## config.mk

```make
export PLATFORM = sky130hd
export DESIGN_NAME = ipw_widget
export DESIGN_NICKNAME = d
export VERILOG_FILES = /design/src/hw/ipw_pkg.sv /design/src/hw/ipw_widget.sv
export SDC_FILE = /design/constraint.sdc
export NUM_CORES = 1
export LEC_CHECK = 0
export ABC_AREA = 1
export BUFFER_PORTS_ARGS = -buffer_cell sky130_fd_sc_hd__buf_2
export CAP_MARGIN = 5
export CORE_MARGIN = 2
export CORE_UTILIZATION = 59
export CTS_BUF_LIST = sky130_fd_sc_hd__clkbuf_16
export DETAILED_ROUTE_END_ITERATION = 8
export GPL_ROUTABILITY_DRIVEN = 0
export PLACE_DENSITY = 0.76
export SYNTH_ARGS = -nofsm -noshare
export SYNTH_HDL_FRONTEND = slang
export SYNTH_SLANG_ARGS = --single-unit
```

## constraint.sdc

```tcl
create_clock -name mclk -period 7.8 [get_ports mclk]
set_input_delay 0.78 -clock mclk [delete_from_list [all_inputs] [get_ports mclk]]
set_output_delay 0.78 -clock mclk [all_outputs]
set_load 0.03 [all_outputs]
```

## src/hw/ipw_pkg.sv

```systemverilog
// constants and types for the input pin widget verb block
// Notes on behaviour
// - capabilities word type field is pin complex
// - capabilities: power, unsolicited, input amp, stereo
// - pin caps: bias mask, amp control, input, presence
// - left and right gain stored, read back
// - power request stored, reached state reported
// - error bit when a written power request is not reached
// - settings-lost flag cleared by power get, sets
// - input enable writable, output enable reads zero
// - bias select decoded; host uses advertised codes
// - unsolicited enable gates responses and wake events
// - label placed in unsolicited response top bits
// - presence in bit 31, rest zero
// - amp control resets one, drives pin when powered
// - default configuration written bytewise, connectivity resets
// - location field resets to zero
// - device kind resets other, type, color zero
// - misc bit zero overrides jack detect; association, sequence
package ipw_pkg;
    localparam int CMD_BITS = 32;             // verb bits after sync
    localparam int RESP_BITS = 34;            // valid, unsol, data
    localparam logic [7:0] WIDGET_NODE = 8'h0c;
    // 12-bit verbs, 4-bit amp verbs, parameter ids
    localparam logic [11:0] V_GET_PARAM = 12'hf00;
    localparam logic [11:0] V_SET_PWR = 12'h705;
    localparam logic [11:0] V_GET_PWR = 12'hf05;
    localparam logic [11:0] V_SET_PIN = 12'h707;
    localparam logic [11:0] V_GET_PIN = 12'hf07;
    localparam logic [11:0] V_SET_UNSOL = 12'h708;
    localparam logic [11:0] V_GET_UNSOL = 12'hf08;
    localparam logic [11:0] V_GET_SENSE = 12'hf09;
    localparam logic [11:0] V_SET_XAMP = 12'h70c;
    localparam logic [11:0] V_GET_XAMP = 12'hf0c;
    localparam logic [11:0] V_SET_CFG = 12'h71c;  // .. 71f
    localparam logic [11:0] V_GET_CFG = 12'hf1c;  // .. f1f
    localparam logic [3:0] V_SET_AMP = 4'h3;
    localparam logic [3:0] V_GET_AMP = 4'hb;
    localparam logic [7:0] P_WIDGET_CAPS = 8'h09;
    localparam logic [7:0] P_PIN_CAPS = 8'h0c;
    // amp payload bits
    localparam int AMP_GET_OUT = 15;
    localparam int AMP_SET_IN = 14;
    localparam int AMP_LEFT = 13;
    localparam int AMP_RIGHT = 12;
    // capability words
    localparam logic [31:0] WIDGET_CAPABILITIES_TYPE_PIN = 32'h0040_0000;
    localparam logic [31:0] WIDGET_CAPABILITIES_PWR = 32'h0000_0400;
    localparam logic [31:0] WIDGET_CAPABILITIES_UNSOL = 32'h0000_0080;
    localparam logic [31:0] WIDGET_CAPABILITIES_INAMP = 32'h0000_0002;
    localparam logic [31:0] WIDGET_CAPABILITIES_STEREO = 32'h0000_0001;
    localparam logic [31:0] WIDGET_CAPS_WORD = WIDGET_CAPABILITIES_TYPE_PIN | WIDGET_CAPABILITIES_PWR
        | WIDGET_CAPABILITIES_UNSOL | WIDGET_CAPABILITIES_INAMP | WIDGET_CAPABILITIES_STEREO;
    localparam logic [7:0] BIAS_SUPPORT_MASK = 8'h17;
    localparam logic [31:0] PIN_CAPS_WORD = 32'h0001_0000
        | {16'h0000, BIAS_SUPPORT_MASK, 8'h00} | 32'h0000_0024;
    // default configuration fields, power states
    localparam logic [1:0] CFG_CONN_NONE = 2'h1;
    localparam logic [5:0] CFG_LOC_RST = 6'h00;
    localparam logic [3:0] CFG_DEV_OTHER = 4'hf;
    localparam logic [3:0] CFG_ASSOC_RST = 4'hf;
    localparam int CFG_MISC_LSB = 8;          // jack detect override
    localparam logic [1:0] PWR_D0 = 2'h0;
    localparam logic [1:0] PWR_D3 = 2'h3;

    typedef struct packed {
        logic [3:0] cad;       // codec address
        logic [7:0] node_id;   // target node
        logic [19:0] verb;     // verb and payload
    } ipw_cmd_t;

    typedef struct packed {
        logic [1:0] conn;      // port_connection_kind
        logic [1:0] chassis;   // location upper
        logic [3:0] position;  // location lower
        logic [3:0] device;
        logic [3:0] conn_type;
        logic [3:0] color;
        logic [3:0] misc;
        logic [3:0] assoc;
        logic [3:0] seq;
    } ipw_cfg_t;

    localparam ipw_cfg_t CFG_RST = '{conn: CFG_CONN_NONE,
        chassis: CFG_LOC_RST[5:4], position: CFG_LOC_RST[3:0],
        device: CFG_DEV_OTHER, conn_type: 4'h0, color: 4'h0,
        misc: 4'h0, assoc: CFG_ASSOC_RST, seq: 4'h0};

    typedef enum logic [2:0] {
        BIAS_HIZ, BIAS_HALF, BIAS_GND, BIAS_P80, BIAS_FULL, BIAS_RSVD
    } ipw_bias_t;
endpackage : ipw_pkg

```

## src/hw/ipw_widget.sv

```systemverilog
// input pin widget: link verb receiver, registers, responses
`timescale 1ns/1ps
module ipw_widget import ipw_pkg::*; #(
    parameter logic [3:0] CODEC_ADDR = 4'h0,
    parameter logic [7:0] NODE_ID = WIDGET_NODE
) (
    input wire logic mclk,            // 200 mhz core clock
    input wire logic rst,             // power-on reset
    input wire logic link_bclk,       // link bit clock pin
    input wire logic link_sync,       // frame sync pin
    input wire logic link_sdo,        // command data pin
    input wire logic link_rst_n,      // link reset pin
    output logic link_sdi,            // response data out
    output logic link_sdi_oe,         // response drive enable
    input wire logic fg_reset,        // group reset pulse
    input wire logic [1:0] fg_power,  // group power state
    input wire logic presence_pin,    // jack sense pin
    output logic ext_amp_pin,         // external amp control
    output logic input_enable,        // input path on
    output ipw_bias_t bias_mode,      // decoded bias level
    output logic wake              // wake event pulse
);
    // bias code decode
    function automatic ipw_bias_t bias_decode(input logic [2:0] c);
        case (c)
            3'h0: bias_decode = BIAS_HIZ;
            3'h1: bias_decode = BIAS_HALF;
            3'h2: bias_decode = BIAS_GND;
            3'h4: bias_decode = BIAS_P80;
            3'h5: bias_decode = BIAS_FULL;
            default: bias_decode = BIAS_RSVD;
        endcase
    endfunction : bias_decode

    logic [4:0] meta_r;        // first sync stage
    logic [4:0] pin_r;         // second sync stage
    logic bclk_d_r;            // bit clock history
    logic pres_d_r;            // presence history
    logic bclk_s, sync_s, sdo_s, pres_s, lrst_n_s;
    logic bclk_rise;
    logic soft_rst;            // group or link reset

    // two-flop sync of every pin, then one edge-history stage
    always_ff @(posedge mclk or posedge rst) begin
        if (rst) begin
            meta_r <= 5'h01;   // link reset pin idles high: no false link reset
            pin_r <= 5'h01;
            bclk_d_r <= 1'b0;
            pres_d_r <= 1'b0;
        end else begin
            meta_r <= {link_bclk, link_sync, link_sdo, presence_pin,
                link_rst_n};
            pin_r <= meta_r;
            bclk_d_r <= bclk_s;  // history reads only the second stage
            pres_d_r <= pres_s;
        end
    end
    assign {bclk_s, sync_s, sdo_s, pres_s, lrst_n_s} = pin_r;
    assign bclk_rise = bclk_s & ~bclk_d_r;
    assign soft_rst = fg_reset | ~lrst_n_s;
    // command receiver
    logic in_frame_r;
    logic [5:0] bit_cnt_r;
    logic [CMD_BITS-1:0] cmd_sr_r;
    logic cmd_done_r;
    always_ff @(posedge mclk or posedge rst) begin
        if (rst) begin
            in_frame_r <= 1'b0;
            bit_cnt_r <= 6'h00;
            cmd_sr_r <= '0;
            cmd_done_r <= 1'b0;
        end else if (!lrst_n_s) begin
            in_frame_r <= 1'b0;  // no frames under link reset
            bit_cnt_r <= 6'h00;
            cmd_done_r <= 1'b0;
        end else begin
            cmd_done_r <= 1'b0;
            if (bclk_rise && sync_s) begin
                in_frame_r <= 1'b1;
                bit_cnt_r <= 6'h00;
            end else if (bclk_rise && in_frame_r) begin
                cmd_sr_r <= {cmd_sr_r[CMD_BITS-2:0], sdo_s};
                bit_cnt_r <= bit_cnt_r + 6'h01;
                if (bit_cnt_r == 6'(CMD_BITS - 1)) begin
                    in_frame_r <= 1'b0;
                    cmd_done_r <= 1'b1;
                end
            end
        end
    end
    ipw_cmd_t cmd;
    logic hit;
    logic [11:0] v12;
    logic [7:0] pl8;
    logic [15:0] pl16;
    assign cmd = ipw_cmd_t'(cmd_sr_r);
    assign hit = cmd_done_r & (cmd.cad == CODEC_ADDR)
        & (cmd.node_id == NODE_ID);
    assign v12 = cmd.verb[19:8];
    assign pl8 = cmd.verb[7:0];
    assign pl16 = cmd.verb[15:0];
    // register state
    logic [1:0] gain_l_r, gain_r_r;
    logic in_en_r;
    logic [2:0] bias_r;
    logic unsol_en_r;
    logic [5:0] label_r;
    logic ext_amp_r;
    logic [1:0] pwr_req_r, pwr_act_r;
    logic pwr_err_r, pwr_valid_r;
    logic lost_r;              // settings_lost_flag
    ipw_cfg_t cfg_r;
    // write strobes and read word
    logic wr_any, wr_amp, wr_pwr, wr_pin, wr_unsol, wr_xamp, wr_cfg, rd_pwr;
    logic [31:0] rd_data;
    always_comb begin
        wr_amp = hit && cmd.verb[19:16] == V_SET_AMP;
        wr_pwr = hit && v12 == V_SET_PWR;
        wr_pin = hit && v12 == V_SET_PIN;
        wr_unsol = hit && v12 == V_SET_UNSOL;
        wr_xamp = hit && v12 == V_SET_XAMP;
        wr_cfg = hit && v12[11:2] == V_SET_CFG[11:2];
        // any set verb, known or not, counts
        wr_any = hit && (cmd.verb[19:16] == V_SET_AMP
            || v12[11:8] == V_SET_PWR[11:8]);
        rd_pwr = hit && v12 == V_GET_PWR;
        rd_data = 32'h0000_0000;       // unknown verbs read zero
        if (cmd.verb[19:16] == V_GET_AMP) begin
            // input side only; output amp absent
            if (!pl16[AMP_GET_OUT]) begin
                rd_data = {30'h0, pl16[AMP_LEFT] ? gain_l_r : gain_r_r};
            end
        end else begin
            case (v12)
                V_GET_PARAM: begin
                    if (pl8 == P_WIDGET_CAPS) begin
                        rd_data = WIDGET_CAPS_WORD;
                    end else if (pl8 == P_PIN_CAPS) begin
                        rd_data = PIN_CAPS_WORD;
                    end
                end
                V_GET_PWR: rd_data = {21'h0, lost_r, 1'b0, pwr_err_r,
                    2'h0, pwr_act_r, 2'h0, pwr_req_r};
                // output enable bit 6 is always zero
                V_GET_PIN: rd_data = {25'h0, 1'b0, in_en_r, 2'h0,
                    bias_r};
                V_GET_UNSOL: rd_data = {24'h0, unsol_en_r, 1'b0, label_r};
                V_GET_SENSE: rd_data = {pres_s, 31'h0};
                V_GET_XAMP: rd_data = {30'h0, ext_amp_r, 1'b0};
                default: begin
                    if (v12[11:2] == V_GET_CFG[11:2]) begin
                        rd_data = {24'h0, cfg_r[8*v12[1:0] +: 8]};
                    end
                end
            endcase
        end
    end
    // volatile settings: every reset clears them, except amp control, which resets to one
    always_ff @(posedge mclk or posedge rst) begin
        if (rst) begin
            gain_l_r <= 2'h0;
            gain_r_r <= 2'h0;
            in_en_r <= 1'b0;
            bias_r <= 3'h0;
            unsol_en_r <= 1'b0;
            label_r <= 6'h00;
            ext_amp_r <= 1'b1;
        end else if (soft_rst) begin
            gain_l_r <= 2'h0;
            gain_r_r <= 2'h0;
            in_en_r <= 1'b0;
            bias_r <= 3'h0;
            unsol_en_r <= 1'b0;
            label_r <= 6'h00;
            ext_amp_r <= 1'b1;
        end else begin
            if (wr_amp && pl16[AMP_SET_IN]) begin
                if (pl16[AMP_LEFT]) begin
                    gain_l_r <= pl16[1:0];
                end
                if (pl16[AMP_RIGHT]) begin
                    gain_r_r <= pl16[1:0];
                end
            end
            if (wr_pin) begin
                in_en_r <= pl8[5];
                bias_r <= pl8[2:0];
            end
            if (wr_unsol) begin
                unsol_en_r <= pl8[7];
                label_r <= pl8[5:0];
            end
            if (wr_xamp) begin
                ext_amp_r <= pl8[1];
            end
        end
    end

    // power state: reset reaches D3; a power set makes reached = deeper of request and group
    always_ff @(posedge mclk or posedge rst) begin
        if (rst) begin
            pwr_req_r <= PWR_D0;
            pwr_act_r <= PWR_D3;
            pwr_err_r <= 1'b0;
            pwr_valid_r <= 1'b0;
        end else if (soft_rst) begin
            pwr_req_r <= PWR_D0;             // sync reset kept out of the async branch
            pwr_act_r <= PWR_D3;
            pwr_err_r <= 1'b0;
            pwr_valid_r <= 1'b0;
        end else begin
            if (wr_pwr) begin
                pwr_req_r <= pl8[1:0];
                pwr_valid_r <= 1'b1;
            end
            if (pwr_valid_r) begin
                pwr_act_r <= (fg_power > pwr_req_r) ? fg_power : pwr_req_r;
                pwr_err_r <= fg_power > pwr_req_r;
            end
        end
    end
    // settings lost: reset sets, access clears; set wins
    always_ff @(posedge mclk or posedge rst) begin
        if (rst) begin
            lost_r <= 1'b1;
        end else if (soft_rst) begin
            lost_r <= 1'b1;
        end else if (rd_pwr || wr_any) begin
            lost_r <= 1'b0;
        end
    end

    // default configuration, power-on reset only
    always_ff @(posedge mclk or posedge rst) begin
        if (rst) begin
            cfg_r <= CFG_RST;
        end else if (wr_cfg) begin
            cfg_r[8*v12[1:0] +: 8] <= pl8;
        end
    end

    // presence change event, gated by enable and override
    logic jd_override;
    logic pres_evt;
    logic unsol_pend_r;
    logic wake_r;
    assign jd_override = cfg_r.misc[CFG_MISC_LSB - 8];
    assign pres_evt = (pres_s ^ pres_d_r) & ~jd_override
        & unsol_en_r;
    // response pending and serial transmitter
    logic resp_pend_r;
    logic [31:0] resp_r;
    logic [RESP_BITS-1:0] tx_sr_r;
    logic [5:0] tx_cnt_r;
    logic frame_start;
    assign frame_start = bclk_rise & sync_s & lrst_n_s;

    always_ff @(posedge mclk or posedge rst) begin
        if (rst) begin
            resp_pend_r <= 1'b0;
            resp_r <= 32'h0000_0000;
        end else if (hit) begin
            resp_pend_r <= 1'b1;             // new answer wins
            resp_r <= rd_data;
        end else if (frame_start || !lrst_n_s) begin
            resp_pend_r <= 1'b0;
        end
    end

    // unsolicited pending; event wins over the send
    always_ff @(posedge mclk or posedge rst) begin
        if (rst) begin
            unsol_pend_r <= 1'b0;
            wake_r <= 1'b0;
        end else begin
            wake_r <= pres_evt;
            if (pres_evt) begin
                unsol_pend_r <= 1'b1;
            end else if (soft_rst) begin
                unsol_pend_r <= 1'b0;
            end else if (frame_start && !resp_pend_r) begin
                unsol_pend_r <= 1'b0;
            end
        end
    end
    // shift out msb first; solicited answer first
    always_ff @(posedge mclk or posedge rst) begin
        if (rst) begin
            tx_sr_r <= '0;
            tx_cnt_r <= 6'h00;
        end else if (!lrst_n_s) begin
            tx_sr_r <= '0;
            tx_cnt_r <= 6'h00;
        end else if (frame_start) begin
            if (resp_pend_r) begin
                tx_sr_r <= {1'b1, 1'b0, resp_r};
                tx_cnt_r <= 6'(RESP_BITS);
            end else if (unsol_pend_r) begin
                tx_sr_r <= {1'b1, 1'b1, label_r, 26'h0};
                tx_cnt_r <= 6'(RESP_BITS);
            end else begin
                tx_sr_r <= '0;
                tx_cnt_r <= 6'h00;
            end
        end else if (bclk_rise && tx_cnt_r != 6'h00) begin
            tx_sr_r <= {tx_sr_r[RESP_BITS-2:0], 1'b0};
            tx_cnt_r <= tx_cnt_r - 6'h01;
        end
    end

    // enable flop tracks the count
    logic sdi_oe_r;
    always_ff @(posedge mclk or posedge rst) begin
        if (rst) begin
            sdi_oe_r <= 1'b0;
        end else begin
            sdi_oe_r <= tx_cnt_r != 6'h00;
        end
    end

    // pin outputs; amp driven only in full power
    logic ext_amp_pin_r;
    always_ff @(posedge mclk or posedge rst) begin
        if (rst) begin
            ext_amp_pin_r <= 1'b0;
        end else begin
            ext_amp_pin_r <= ext_amp_r
                && pwr_act_r == PWR_D0;
        end
    end

    assign link_sdi = tx_sr_r[RESP_BITS-1] & sdi_oe_r;
    assign link_sdi_oe = sdi_oe_r;
    assign ext_amp_pin = ext_amp_pin_r;
    assign input_enable = in_en_r;
    assign bias_mode = bias_decode(bias_r);
    assign wake = wake_r;
endmodule : ipw_widget

```

==> report_table.html <==
<table>
<tr><th>Metric</th><th>Value</th></tr>
<tr><th colspan="2">Min path</th></tr>
<tr><td>Kind of path behind the tightest hold check</td><td>reg2reg</td></tr>
<tr><td>Worst-case hold path end point</td><td>pin_r[2]</td></tr>
<tr><td>Hold Crit Start</td><td>meta_r[2]</td></tr>
<tr><td>Hold Path Depth</td><td>0</td></tr>
<tr><th colspan="2">Floorplan</th></tr>
<tr><td>Std-Cell Core Area</td><td>0.0137 mm^2</td></tr>
<tr><td>Die area</td><td>0.0149 mm^2</td></tr>
<tr><td>Die Span X</td><td>122 um</td></tr>
<tr><td>I/O Pins</td><td>18</td></tr>
<tr><td>Cell row count</td><td>43</td></tr>
<tr><td>Vertical die dimension</td><td>122 um</td></tr>
<tr><td>Effective utilization at floorplan</td><td>59.8%</td></tr>
<tr><th colspan="2">STA</th></tr>
<tr><td>Final worst path period need</td><td>3800 ps</td></tr>
<tr><td>Count of final setup violators</td><td>0</td></tr>
<tr><td>Relative max-transition margin</td><td>21.7%</td></tr>
<tr><td>Setup TNS</td><td>0 ps</td></tr>
<tr><td>Max Clk Rate</td><td>263 MHz</td></tr>
<tr><td>Hold violation count in the final report</td><td>0</td></tr>
<tr><td>Max-slew violations</td><td>0</td></tr>
<tr><td>Post-route fraction of the period consumed by the critical path</td><td>48.8%</td></tr>
<tr><td>Largest clock skew in the final design</td><td>8.01 ps</td></tr>
<tr><td>Setup repair after global routing missed its margin</td><td>no</td></tr>
<tr><td>Least-Margin Pin Slew</td><td>1170 ps</td></tr>
<tr><th colspan="2">Synthesis</th></tr>
<tr><td>EDFF count, synth</td><td>0</td></tr>
<tr><td>Number of distinct standard cells referenced by the synthesized netlist</td><td>44</td></tr>
<tr><td>Portion of synthesized cell area occupied by the leading cell type</td><td>45.8%</td></tr>
<tr><td>Cell taking the most area after synthesis</td><td>dfrtp_1</td></tr>
<tr><td>Mapped Avg Cell Area</td><td>8.50 um^2</td></tr>
<tr><td>Cells after Synth</td><td>965</td></tr>
<tr><td>Number of synthesized register bits</td><td>165</td></tr>
<tr><td>Largest cells by area after synthesis</td><td>dfrtp_1 46%, nand2_1 10%, nand3_1 6.0%</td></tr>
<tr><td>Most numerous cell types in the synthesized netlist</td><td>224 x nand2_1, 150 x dfrtp_1, 99 x nand3_1, 90 x o21ai_0, 85 x inv_1</td></tr>
<tr><td>Share of synthesized registers carrying an async set or reset</td><td>100%</td></tr>
<tr><td>Mapped Nets</td><td>984</td></tr>
<tr><td>Main flop type after synthesis</td><td>dfrtp_1</td></tr>
<tr><td>Count leader, synth</td><td>nand2_1</td></tr>
<tr><td>Seq/Total Area, Yosys</td><td>50.6%</td></tr>
<tr><td>Mapped cell area</td><td>0.00820 mm^2</td></tr>
<tr><td>YS warnings</td><td>0</td></tr>
<tr><th colspan="2">Setup path</th></tr>
<tr><td>WS Path Type</td><td>reg2reg</td></tr>
<tr><td>Crit. End Element</td><td>flop</td></tr>
<tr><td>Flop2flop setup slack</td><td>4000 ps</td></tr>
<tr><td>Critical path data required time</td><td>8160 ps</td></tr>
<tr><td>Cell depth of the worst flop-to-flop path</td><td>6</td></tr>
<tr><td>CP Data Arrival Time</td><td>4160 ps</td></tr>
<tr><td>Endpoint of the lowest-slack register-to-register path</td><td>cfg_r[17]</td></tr>
<tr><td>Critical-path maximum fanout</td><td>37</td></tr>
<tr><td>CP startpoint kind</td><td>flop</td></tr>
<tr><td>Startpoint of the lowest-slack register-to-register path</td><td>cmd[8]</td></tr>
<tr><th colspan="2">Placement</th></tr>
<tr><td>Number of buffers inserted by port buffering</td><td>17</td></tr>
<tr><td>HPWL after detailed placement</td><td>12400 um</td></tr>
<tr><td>Placed Instance Area</td><td>0.00830 mm^2</td></tr>
<tr><th colspan="2">Global route</th></tr>
<tr><td>Global-route wire length before repair</td><td>29600 um</td></tr>
<tr><td>GRT Residual Overflow</td><td>0</td></tr>
<tr><td>Number of antenna violations at the first check in global routing</td><td>0</td></tr>
<tr><td>Pin count of the biggest net entering global routing</td><td>101</td></tr>
<tr><td>Global Route met2 Usage</td><td>42.0%</td></tr>
<tr><td>Vias in the first global route</td><td>6109</td></tr>
<tr><td>Busiest layer in global routing</td><td>met2</td></tr>
<tr><td>Met3 capacity usage during global routing</td><td>5.48%</td></tr>
<tr><td>GR Layer Usage met1</td><td>33.8%</td></tr>
<tr><td>GRT Resource Usage Total</td><td>25.7%</td></tr>
<tr><th colspan="2">Routing</th></tr>
<tr><td>Number of routed nets with antenna violations</td><td>0</td></tr>
<tr><td>Routed vias</td><td>6420</td></tr>
<tr><td>Number of DRC markers in iteration 0</td><td>558</td></tr>
<tr><td>Count of TritonRoute iterations in the first routing pass</td><td>6</td></tr>
<tr><td>Number of DRC violations after detailed routing</td><td>0</td></tr>
<tr><td>Final wirelength</td><td>18100 um</td></tr>
<tr><td>Per-cell routed wire length</td><td>15.6 um</td></tr>
<tr><td>Vias per std cell</td><td>5.53</td></tr>
<tr><th colspan="2">Clock tree</th></tr>
<tr><td>Number of cells upsized or downsized after cts</td><td>0</td></tr>
<tr><td>Depth of the CTS H-tree</td><td>4</td></tr>
<tr><td>Cell at the root of the clock tree</td><td>clkbuf_16</td></tr>
<tr><td>Buffer depth of the longest clock path</td><td>2</td></tr>
<tr><td>Hold_buf cts</td><td>0</td></tr>
<tr><td>Clock tree sinks</td><td>165</td></tr>
<tr><td>Buffers inserted by post-CTS timing repair</td><td>0</td></tr>
<tr><td>Clk slew on worst S/H paths</td><td>60 ps</td></tr>
<tr><td>Skew-Pair Late Insertion Delay</td><td>430 ps</td></tr>
<tr><td>CTS tree</td><td>built</td></tr>
<tr><td>Number of buffers added by the clock tree synthesis step</td><td>17</td></tr>
<tr><th colspan="2">Finish</th></tr>
<tr><td>Fin area</td><td>0.00893 mm^2</td></tr>
<tr><td>Share of final-layout standard cells stronger than drive strength 1</td><td>15.4%</td></tr>
<tr><td>Count of inserted antenna diode cells</td><td>0</td></tr>
<tr><td>Nets</td><td>987</td></tr>
<tr><td>Layout filler cell count</td><td>1142</td></tr>
<tr><td>Growth of design area from synthesis to finish</td><td>8.87%</td></tr>
<tr><th colspan="2">Run</th></tr>
<tr><td>Reported max-cap violation count</td><td>0</td></tr>
<tr><th colspan="2">Outcome</th></tr>
<tr><td>Status</td><td>finished clean</td></tr>
<tr><th colspan="2">Pwr</th></tr>
<tr><td>Power Dens Cells</td><td>212 mW/mm^2</td></tr>
<tr><td>Max VDD drop</td><td>0.000260 V</td></tr>
<tr><td>Leakage Power</td><td>0.00413 uW</td></tr>
</table>
[power breakdown]
| group | total (uW) | switching, uW | internal (uW) |
|---|---|---|---|
| Combinational | 103 | 75.7 | 27.0 |
| Sequential | 892 | 16.1 | 876 |
| Clock | 895 | 356 | 538 |
| Total | 1890 | 448 | 1440 |
[through the flow]
stage               hold slack (ps)  setup WS [ps]  util, %  power, uW  instances
floorplan                       331           2580        -        985        965
global placement                334           4360     60.5       1010       1129
detailed placement              337           4150     60.5       1010       1129
CTS                             352           4090     65.1       1900       1161
global route                    355           3670     65.1       1950       1161
finish                          349           4000     65.1       1890       1161
[kinds of logic (layout without fill, tap and decap cells)]
family,count (synthesis),count (layout),share of synthesized area [%]
AOI/OAI and AO/OA,178,178,13.3
xor gates and xnor gates,2,2,0.214
adders and majority gates,9,9,1.37
buffers and inverters,136,152,7.57
DFF,165,165,50.6
and+or+nand+nor,475,475,26.9
[layout by cell type (no fill, tap or decap), drive strengths merged]
cell type  netlist  layout
a211oi           1       1
a21boi           2       2
a21oi           13      13
a22o             1       1
a22oi           19      19
a31o             1       1
a31oi            1       1
a32oi            1       1
and3             1       1
buf             28      21
bufinv           0       4
clkbuf           9      17
clkinv           3       7
clkinvlp         0       1
dfrtp          150     150
dfstp           15      15
ha               9       9
inv             96     102
nand2          237     237
nand2b           1       1
nand3          103     103
nand4           22      22
nor2           100     100
nor3             9       9
nor3b            1       1
o211ai           1       1
o21ai          130     130
o21bai           1       1
o22ai            7       7
or2              1       1
xor2             2       2
[worst max-delay path: stages, from the launching register on]
cell	delay, ps
dfrtp_1	1020
inv_1	640
ha_1	660
clkinv_1	470
nor2_1	580
nand3_1	180
o21ai_2	160
[worst max path at each step]
stage                start   endpoint  slack [ps]  cells after the start
finish              cmd[8]  cfg_r[17]        4000                      6
global route        cmd[8]  cfg_r[17]        3670                      6
detailed placement  cmd[8]  cfg_r[16]        4150                      6
CTS                 cmd[8]  cfg_r[17]        4090                      6
floorplan              rst   bclk_d_r        2580                      1
global placement    cmd[8]  cfg_r[17]        4360                      6
[per-layer routing]
metal | share of wire [%] | wire, um
met1 | 45 | 8110
met2 | 49 | 8860
met3 | 4.4 | 794
met4 | 2.0 | 363
met5 | 0 | 0
[registers in the layout (all words and copies together), names as in the netlist, 2 cells and up]
register / count
pwr_req_r: 2
label_r: 6
pin_r: 5
pwr_act_r: 2
meta_r: 5
bias_r: 3
tx_cnt_r: 6
gain_l_r: 2
bit_cnt_r: 6
cfg_r: 32
gain_r_r: 2
resp_r: 13
tx_sr_r: 34
cmd: 32
[final cells by class]
| class | count | area (um^2) | area share [%] |
|---|---|---|---|
| repair buffers | 21 | 115 | 1.29 |
| multi-input cells | 664 | 3440 | 38.5 |
| clock inverters | 15 | 199 | 2.23 |
| well taps | 180 | 225 | 2.52 |
| flip-flops and latches | 165 | 4150 | 46.5 |
| inverters | 99 | 378 | 4.23 |
| clock buffers | 17 | 425 | 4.77 |
Note: power is estimated with default switching activity, not from simulation.
